==> config.mk <==
export PLATFORM = sky130hd
export DESIGN_NAME = pms_power_ctrl
export DESIGN_NICKNAME = d
export VERILOG_FILES = /design/src/hdl/pms_pkg.sv /design/src/hdl/pms_power_ctrl.sv
export VERILOG_INCLUDE_DIRS = /design/src /design/src/hdl
export SDC_FILE = /design/constraint.sdc
export NUM_CORES = 1
export LEC_CHECK = 0
export BUFFER_PORTS_ARGS = -buffer_cell sky130_fd_sc_hd__buf_2
export CELL_PAD_IN_SITES_DETAIL_PLACEMENT = 1
export CELL_PAD_IN_SITES_GLOBAL_PLACEMENT = 1
export CORE_MARGIN = 3
export CORE_UTILIZATION = 38
export DETAILED_ROUTE_END_ITERATION = 10
export MAX_ROUTING_LAYER = met4
export PLACE_DENSITY_LB_ADDON = 0.1
export SLEW_MARGIN = 20
export SYNTH_ARGS = -nofsm -noshare
export SYNTH_HDL_FRONTEND = slang
export SYNTH_SLANG_ARGS = --single-unit
==> constraint.sdc <==
create_clock -name clk_sys -period 3 [get_ports clk_sys]
set_clock_uncertainty 0.1 [all_clocks]
set_input_delay 0.15 -clock clk_sys [delete_from_list [all_inputs] [get_ports clk_sys]]
set_output_delay 0.15 -clock clk_sys [all_outputs]
set_load 0.05 [all_outputs]
==> src/hdl/pms_cfg.svh <==
// Summary of operation
// - Normal mode keeps core and every ungated peripheral clocked and working.
// - Core-halt request bit enters idle; peripherals stay clocked; any interrupt resumes.
// - Suspend halts core and digital peripherals and switches internal oscillators off.
// - Sleep powers down most nets, keeps retention nets, pins, RAM and registers.
// - Suspend or sleep wakes on alarm, oscillator failure, pin match, comparator rise.
// - After any wake the core resumes execution; no reset is issued.
// - Reset selects the low-power oscillator divided by eight.
// - Divider offers divide by 1, 2, 4, 8, 16, 32, 64 or 128.
// - Clocks of unused digital peripherals are gated off.
// - From idle, execution restarts two to three system clocks after a wake.
`ifndef PMS_CFG_SVH
`define PMS_CFG_SVH
`define PMS_OFF_PCON 12'h000
`define PMS_OFF_PUCF 12'h004
`define PMS_OFF_CLKSEL 12'h008
`define PMS_OFF_PGATE 12'h00C
`define PMS_OFF_STATUS 12'h010
`define PMS_OFF_IRQST 12'h014
`define PMS_OFF_IRQMSK 12'h018
`define PMS_BIT_IDLE 0
`define PMS_BIT_SUSPEND 0
`define PMS_BIT_SLEEP 1
`define PMS_SRC_LPOSC 2'h0
`define PMS_SRC_HFOSC 2'h1
`define PMS_SRC_EXT 2'h2
`define PMS_RST_DIV 3'h3
`define PMS_IDLE_WAKE_CYC 2
`define PMS_OSC_WAKE_CYC 2
`endif

==> src/hdl/pms_pkg.sv <==
package pms_pkg;
  typedef enum logic [2:0] {
    PMS_NORMAL,
    PMS_IDLE,
    PMS_SUSPEND,
    PMS_SLEEP,
    PMS_RESUME
  } pms_state_t;
endpackage : pms_pkg

==> src/hdl/pms_power_ctrl.sv <==
`timescale 1ns/1ns
`include "pms_cfg.svh"
module pms_power_ctrl import pms_pkg::*; #(
  parameter int NUM_PERIPH = 8
) (
  input wire logic clk_sys,
  input wire logic rst,
  input wire logic psel,
  input wire logic penable,
  input wire logic pwrite,
  input wire logic [11:0] paddr,
  input wire logic [31:0] pwdata,
  output logic [31:0] prdata,
  output logic pready,
  output logic pslverr,
  input wire logic anyIrq,
  input wire logic alarmWake,
  input wire logic oscFailWake,
  input wire logic pinMatchWake,
  input wire logic cmp0Out,
  output logic coreRun,
  output logic periphClkEn,
  output logic [NUM_PERIPH-1:0] periphClkGate,
  output logic fastOscEn,
  output logic lowPowerOscEn,
  output logic [1:0] clkSrcSel,
  output logic [2:0] clkDivSel,
  output logic powerNetsOn,
  output logic retainHold,
  output logic irq
);
  pms_state_t state_r;
  logic [1:0] cnt_r;
  logic pconIdle_r;
  logic [1:0] pucf_r;
  logic [1:0] clkSrc_r;
  logic [2:0] clkDiv_r;
  logic [NUM_PERIPH-1:0] gate_r;
  logic [3:0] irqSt_r;
  logic [3:0] irqMsk_r;
  logic [2:0] aSync_r, fSync_r, mSync_r, cSync_r, iSync_r;
  logic cmpPrev_r;
  logic aLvl, fLvl, mLvl, cLvl, iLvl;
  logic deepWake, cmpRise;
  logic wrEn, rdEn;
  logic [31:0] rdNxt;

  function automatic logic syncLvl(input logic [2:0] s);
    syncLvl = s[2] & s[1];
  endfunction : syncLvl

  // Three stages per asynchronous pin; the level is high only while the last two stages are both high.
  always_ff @(posedge clk_sys or posedge rst) begin
    if (rst) begin
      aSync_r <= 3'h0;
      fSync_r <= 3'h0;
      mSync_r <= 3'h0;
      cSync_r <= 3'h0;
      iSync_r <= 3'h0;
    end else begin
      aSync_r <= {aSync_r[1:0], alarmWake};
      fSync_r <= {fSync_r[1:0], oscFailWake};
      mSync_r <= {mSync_r[1:0], pinMatchWake};
      cSync_r <= {cSync_r[1:0], cmp0Out};
      iSync_r <= {iSync_r[1:0], anyIrq};
    end
  end

  assign aLvl = syncLvl(aSync_r);
  assign fLvl = syncLvl(fSync_r);
  assign mLvl = syncLvl(mSync_r);
  assign cLvl = syncLvl(cSync_r);
  assign iLvl = syncLvl(iSync_r);
  assign cmpRise = cLvl & ~cmpPrev_r;
  assign deepWake = aLvl | fLvl | mLvl | cmpRise;

  always_ff @(posedge clk_sys or posedge rst) begin
    if (rst) begin
      cmpPrev_r <= 1'b0;
    end else if ((cSync_r[2] == cSync_r[1])) begin
      cmpPrev_r <= cLvl;
    end
  end

  assign wrEn = psel & penable & pwrite;
  assign rdEn = psel & penable & ~pwrite;

  // Mode state machine; wake always resumes execution rather than resetting.
  always_ff @(posedge clk_sys or posedge rst) begin
    if (rst) begin
      state_r <= PMS_NORMAL;
      cnt_r <= 2'h0;
    end else begin
      case (state_r)
        PMS_NORMAL: begin
          if (pucf_r[`PMS_BIT_SLEEP]) begin
            state_r <= PMS_SLEEP;
          end else if (pucf_r[`PMS_BIT_SUSPEND]) begin
            state_r <= PMS_SUSPEND;
          end else if (pconIdle_r) begin
            state_r <= PMS_IDLE;
          end
        end
        PMS_IDLE: begin
          if (iLvl) begin
            state_r <= PMS_RESUME;
            cnt_r <= 2'(`PMS_IDLE_WAKE_CYC - 1);
          end
        end
        PMS_SUSPEND, PMS_SLEEP: begin
          if (deepWake) begin
            state_r <= PMS_RESUME;
            cnt_r <= 2'(`PMS_OSC_WAKE_CYC - 1);
          end
        end
        PMS_RESUME: begin
          if (cnt_r == 2'h0) begin
            state_r <= PMS_NORMAL;
          end else begin
            cnt_r <= cnt_r - 2'h1;
          end
        end
        default: begin
          state_r <= PMS_NORMAL;
        end
      endcase
    end
  end

  // Request bits clear on wake so the core fetches only after the mode is left.
  always_ff @(posedge clk_sys or posedge rst) begin
    if (rst) begin
      pconIdle_r <= 1'b0;
      pucf_r <= 2'h0;
    end else if ((state_r == PMS_IDLE && iLvl) || ((state_r == PMS_SUSPEND || state_r == PMS_SLEEP) && deepWake)) begin
      pconIdle_r <= 1'b0;
      pucf_r <= 2'h0;
    end else if (wrEn && state_r == PMS_NORMAL) begin
      if (paddr == `PMS_OFF_PCON) begin
        pconIdle_r <= pwdata[`PMS_BIT_IDLE];
      end
      if (paddr == `PMS_OFF_PUCF) begin
        pucf_r <= pwdata[1:0];
      end
    end
  end

  // Suspend is entered with any clock source selected; the source is not checked before entry.
  always_ff @(posedge clk_sys or posedge rst) begin
    if (rst) begin
      clkSrc_r <= `PMS_SRC_LPOSC;
      clkDiv_r <= `PMS_RST_DIV;
      gate_r <= '0;
    end else if (wrEn) begin
      if (paddr == `PMS_OFF_CLKSEL) begin
        clkSrc_r <= pwdata[1:0];
        clkDiv_r <= pwdata[6:4];
      end
      if (paddr == `PMS_OFF_PGATE) begin
        gate_r <= pwdata[NUM_PERIPH-1:0];
      end
    end
  end

  // Sticky wake events; a new event beats a write-one clear in the same cycle.
  always_ff @(posedge clk_sys or posedge rst) begin
    if (rst) begin
      irqSt_r <= 4'h0;
      irqMsk_r <= 4'h0;
    end else begin
      irqSt_r <= (irqSt_r & ~((wrEn && paddr == `PMS_OFF_IRQST) ? pwdata[3:0] : 4'h0))
        | {cmpRise, mLvl, fLvl, aLvl};
      if (wrEn && paddr == `PMS_OFF_IRQMSK) begin
        irqMsk_r <= pwdata[3:0];
      end
    end
  end

  always_comb begin
    rdNxt = 32'h0;
    case (paddr)
      `PMS_OFF_PCON: rdNxt = {31'h0, pconIdle_r};
      `PMS_OFF_PUCF: rdNxt = {30'h0, pucf_r};
      `PMS_OFF_CLKSEL: rdNxt = {25'h0, clkDiv_r, 2'h0, clkSrc_r};
      `PMS_OFF_PGATE: rdNxt = 32'(gate_r);
      `PMS_OFF_STATUS: rdNxt = {29'h0, state_r};
      `PMS_OFF_IRQST: rdNxt = {28'h0, irqSt_r};
      `PMS_OFF_IRQMSK: rdNxt = {28'h0, irqMsk_r};
      default: rdNxt = 32'h0;
    endcase
  end

  always_ff @(posedge clk_sys or posedge rst) begin
    if (rst) begin
      prdata <= 32'h0;
      pready <= 1'b0;
      pslverr <= 1'b0;
    end else begin
      pready <= psel & ~penable;
      prdata <= rdNxt;
      pslverr <= psel & ~penable & (paddr > `PMS_OFF_IRQMSK || paddr[1:0] != 2'h0);
      if (rdEn) begin
        prdata <= rdNxt;
      end
    end
  end

  // Outputs registered from the current state_r and setting registers so they follow them by one edge.
  always_ff @(posedge clk_sys or posedge rst) begin
    if (rst) begin
      coreRun <= 1'b1;
      periphClkEn <= 1'b1;
      periphClkGate <= '0;
      fastOscEn <= 1'b0;
      lowPowerOscEn <= 1'b1;
      clkSrcSel <= `PMS_SRC_LPOSC;
      clkDivSel <= `PMS_RST_DIV;
      powerNetsOn <= 1'b1;
      retainHold <= 1'b0;
      irq <= 1'b0;
    end else begin
      coreRun <= (state_r == PMS_NORMAL);
      periphClkEn <= ~(state_r == PMS_SUSPEND || state_r == PMS_SLEEP);
      periphClkGate <= (state_r == PMS_SUSPEND || state_r == PMS_SLEEP) ? '0 : ~gate_r;
      fastOscEn <= (clkSrc_r == `PMS_SRC_HFOSC) && state_r != PMS_SUSPEND && state_r != PMS_SLEEP;
      lowPowerOscEn <= (clkSrc_r == `PMS_SRC_LPOSC) && state_r != PMS_SUSPEND && state_r != PMS_SLEEP;
      clkSrcSel <= clkSrc_r;
      clkDivSel <= clkDiv_r;
      powerNetsOn <= (state_r != PMS_SLEEP);
      retainHold <= (state_r == PMS_SLEEP);
      irq <= |(irqSt_r & irqMsk_r);
    end
  end
endmodule : pms_power_ctrl

# [Word-level counts from Yosys, hierarchy flattened]
# Index checks and enable logic that the tools add are counted.
[totals] register_bits=99 inputBits=54 output_inout_bits=54 wordCells=119
[classes] addsub=1 n_lt_le_gt_ge=1 eq_ne=19 n_mux=20 bitwise_logic=21 n_reduce_logical=29
[ops] op="$pmux 8 s7" n=1
[ops] op="$eq 12x5->1 const B" n=3
[ops] op="$eq 12x4->1 const B" n=2
[ops] op="$mux 3" n=6
[ops] op="$eq 12x3->1 const B" n=1
[ops] op="$gt 12x5->1 const B" n=1
[ops] op="$logic_not 12->1" n=1
[ops] op="$mux 2" n=6
[ops] op="$pmux 3 s4" n=1
[ops] op="$and 1x1->1" n=10
[ops] op="$logic_and 1x1->1" n=9
[ops] op="$and 4x4->4" n=2
[ops] op="$mux 8" n=1
[ops] op="$ne 2x2->1 const B" n=4
[ops] op="$not 8->8" n=1
[ops] op="$reduce_and 2->1" n=4
[ops] op="$reduce_and 4->1" n=2
[ops] op="$reduce_bool 2->1" n=4
[ops] op="$eq 3x2->1 const B" n=2
[ops] op="$ne 3x2->1 const B" n=2
[ops] op="$pmux 2 s3" n=1
[ops] op="$logic_not 2->1" n=2
[ops] op="$mux 4" n=1
[ops] op="$ne 4x4->1 const B" n=1
[ops] op="other kinds (15)" n=23

# [Longest topological paths before layout]
[logic_depth] ltp_word=8 ltp_mapped=6 depth_no_buf=6

# [Worst setup path before layout]
# No wires, ideal clock.
[synth_path] path_type="register -> register" start="register cSync_r[1]" end="register cnt_r[0]" setup_ns=0.125 arrival_time_ns=1.699 required_ns=2.775 path_slack_ns=1.076 stages_incl_launch_ff=6 n_path_buf=0 synth_period_minus_slack_ns=1.924 path_cell_list="dfrtp_1 ha_1 nor2b_1 or4b_1 nand3_1 mux2_2"
[synth_via] elab_chain_len=5
[synth_lines] item="start, declared" line_no="pms_power_ctrl.sv:41" text="logic [2:0] aSync_r, fSync_r, mSync_r, cSync_r, iSync_r;"
[synth_lines] item="start signal, assigned" line_no="pms_power_ctrl.sv:64" text="cSync_r <= {cSync_r[1:0], cmp0Out};"
[synth_lines] item="$and 1x1->1" line_no="pms_power_ctrl.sv:49" text="syncLvl = s[2] & s[1];"
[synth_lines] item="via cLvl" line_no="pms_power_ctrl.sv:43" text="logic aLvl, fLvl, mLvl, cLvl, iLvl;"
[synth_lines] item="$and 1x1->1" line_no="pms_power_ctrl.sv:74" text="assign cmpRise = cLvl & ~cmpPrev_r;"
[synth_lines] item="$or 1x1->1" line_no="pms_power_ctrl.sv:75" text="assign deepWake = aLvl | fLvl | mLvl | cmpRise;"
[synth_lines] item="$ne 2x2->1 (no line)"
[synth_lines] item="$reduce_and 4->1 (no line)"
[synth_lines] item="end signal, assigned" line_no="pms_power_ctrl.sv:107" text="cnt_r <= 2'(`PMS_IDLE_WAKE_CYC - 1);"
[synth_lines] item="end signal, assigned" line_no="pms_power_ctrl.sv:113" text="cnt_r <= 2'(`PMS_OSC_WAKE_CYC - 1);"
[synth_lines] item="end signal, assigned" line_no="pms_power_ctrl.sv:120" text="cnt_r <= cnt_r - 2'h1;"
[synth_lines] item="end, declared" line_no="pms_power_ctrl.sv:33" text="logic [1:0] cnt_r;"
# The timed path passes the listed nets, and every way through them passes these cells.
# A chain may end at the register's enable or synchronous reset.

# [Worst setup path in the final report]
# Same ends and word-level chain as after synthesis.

==> results.cfg <==
[run_status]
status = completed

[placed_design]
portBuffers = 59
place_congestion = 0.777
dp_hpwl_mm = 4.88

[cts]
cts_buffers = 9
path_clk_slew_ns = 0.08
cts_setup_buffers = 0
cts.sinks = 75
cts_tree = yes
root_buffer = clkbuf_8
cts.htree.levels = 3
worstSkewPairLatency_ns = 0.35
cts_buffer_depth = 2

[route]
wl_per_cell_um = 15.8
drtIter0Drc = 40
vias = 2130
via_per_inst = 4.91
drtPass1Iterations = 5
drc = 0
ant_nets = 0
wl_mm = 6.86

[grt]
grt_pass1_wl_mm = 11.4
grt_pass1_vias = 2196
overflow = 0
use_met1_pct = 21.0
grt_util_met2_pct = 23.9
busiest_layer = met2
grtUsageMet3_pct = 3.89
grt_usage_pct = 15.9
grt_max_degree = 40
antenna_found_initial = 0

[layout]
diodes = 0
area_growth_pct = 20.5
multi_input_area_um2 = 1080
layout_common_cells = 67 x dfrtp_1, 59 x buf_2, 24 x conb_1, 19 x mux2_2, 17 x nor2_1
regArea_um2 = 1890
fin_nets = 383
fillers = 864
drive_above_1_share_pct = 32.5
layout_commonest_cell = dfrtp_1
final_core_util_pct = 47.9

[flow_run]
cap_violations = 0

[logic_synthesis]
synth_ff_type = dfrtp_1
synth_area_um2 = 3140
synth_edf_count = 0
synthCells = 250
synth.distinct_cells = 45
yosys_warnings = 0
async_flop_share_pct = 100
seq_area_frac_synth_pct = 60.2
syn_avg_cell_area_um2 = 12.5
synth-seq-cells = 75

[worst_setup_path]
worstPathRequired_ns = 3.13
slowest_stage = or4b_1
reg2reg_depth = 5
critPathLaunch = cSync_r[1]
cp_slowest_stage_delay_ns = 0.56
crit_arrival_ns = 2.19
endpoint = cnt_r[0]
critical_path.top_delay_family = simple AND/OR/NAND/NOR gates
worstReg2RegStart = cSync_r[1]
worst-r2r-setup-slack_ns = 0.94
crit_cells = 5
rr_endpoint = cnt_r[0]
critPathCaptureType = flip-flop
crit_fanout = 3
cp-start-kind = flip-flop
path_cells = ha_1, nor2b_1, or4b_1, nand3_1, mux2_2
crit_type = reg2reg
critPathBufInv = 0

[pwr]
p_per_area_nw_per_um2 = 527
p_leak_nw = 1.79
ir_drop_uv = 254

[hold_path]
worstHoldStart = pwdata[0]
min_path_type = in2reg

[timing]
rsz0062_at_grt = false
setup_viol = 0
max_slew_margin_pct = 48.4
period_share_pct = 68.6
worst_slew_pin_slew_ns = 0.773
finalHoldViolCount = 0
slew_viol_final = 0
timing.fmax_ghz = 0.486
tns_ns = 0
period_needed_ns = 2.06

[floorplan]
rows = 32
start_util_pct = 39.8
die_area_um2 = 9380
ioPinCount = 108
core_area_um2 = 7890
die_w_um = 96.9
fp.dieH_um = 96.9
## area by class of cell
class,count,area share (%)
sequential,75,49.9
timing repair buffer,75,12.2
clock buffer,11,3.48
inverter,9,0.894
multi-input combinational,157,28.5
tap,102,3.38
clock inverter,5,1.62
## Yosys cell counts (3+ instances only)
cell / count / area share [%]
or3_1: 3 / 0.60
nand2_1: 11 / 1.3
inv_1: 9 / 1.1
a22o_1: 4 / 1.1
dfrtp_1: 67 / 53
nand3_1: 7 / 1.1
buf_2: 4 / 0.64
o21ai_0: 6 / 0.96
mux2_2: 19 / 6.8
nand4_1: 4 / 0.80
buf_4: 25 / 6.0
nor2_1: 17 / 2.0
a21oi_1: 6 / 0.96
nor3_1: 7 / 1.1
mux2i_1: 9 / 2.9
a21o_1: 3 / 0.72
nor2b_1: 5 / 1.0
dfstp_2: 8 / 6.7
## metrics by stage
stage                     setup WS (ns)  hold WS [ns]  cells  total power (W)  instance area [um2]
after floorplan                   0.853        0.0814    273          0.00121                 3220
after global placement            0.970         0.159    404          0.00123                 3450
after detailed placement          0.934         0.160    404          0.00123                 3450
after CTS                         0.926        0.0444    434          0.00202                 3780
after global routing              0.834        0.0637    434          0.00209                 3780
final                             0.941        0.0623    434          0.00199                 3780
## layer usage
metal / up-vias / routed length, um
met3: 7 / 366
met1: 1075 / 3270
met2: 72 / 3130
met5: - / 0
li1: 976 / -
met4: 0 / 91
## worst register-to-register path: stages (launching register included)
cell and delay [ns]:
dfrtp_1 0.39, ha_1 0.20, nor2b_1 0.17, or4b_1 0.56
nand3_1 0.18, mux2_2 0.35
## power breakdown
part           total (W)  switching, W  internal [W]
clock network   0.000767      0.000379      0.000388
logic           0.000189      0.000139     0.0000499
registers        0.00104    0.00000764       0.00103
## sequential cells by signal, summed over array words and instances, names as in the netlist, 2 cells and up
signal and flops:
aSync_r 3, cSync_r 3, clkDivSel 3, clkDiv_r 3
clkSrcSel 2, clkSrc_r 2, cnt_r 2, fSync_r 3
gate_r 8, iSync_r 3, irqMsk_r 4, irqSt_r 4
mSync_r 3, periphClkGate 8, prdata 8, pucf_r 2
state_r 3
## worst min path at each step
stage,to,depth (start not counted),slack [ns]
after floorplan,aSync_r[0],0,0.08
after global placement,iSync_r[0],1,0.16
after detailed placement,fSync_r[0],1,0.16
after CTS,gate_r[0],2,0.04
after global routing,gate_r[0],2,0.06
final,gate_r[0],2,0.06
## kinds of logic (layout without fill, tap and decap cells)
family                   Yosys count  in the layout  synth area share, %
adder cells (fa/ha/maj)            2              2                0.798
AO/OA/AOI/OAI                     29             29                 6.18
flip-flops                        75             75                 60.2
other                              1             24                0.120
AND/OR/NAND/NOR                   73             73                 14.0
multiplexers                      29             29                 10.4
buffers and inverters             41            100                 8.30
## repair_timing
action	4_1_cts	5_1_grt
hold buffers	14	0
endpoints found under the hold margin	47	0
gates resized for setup	0	0
Power figures use the tool's default switching activity.
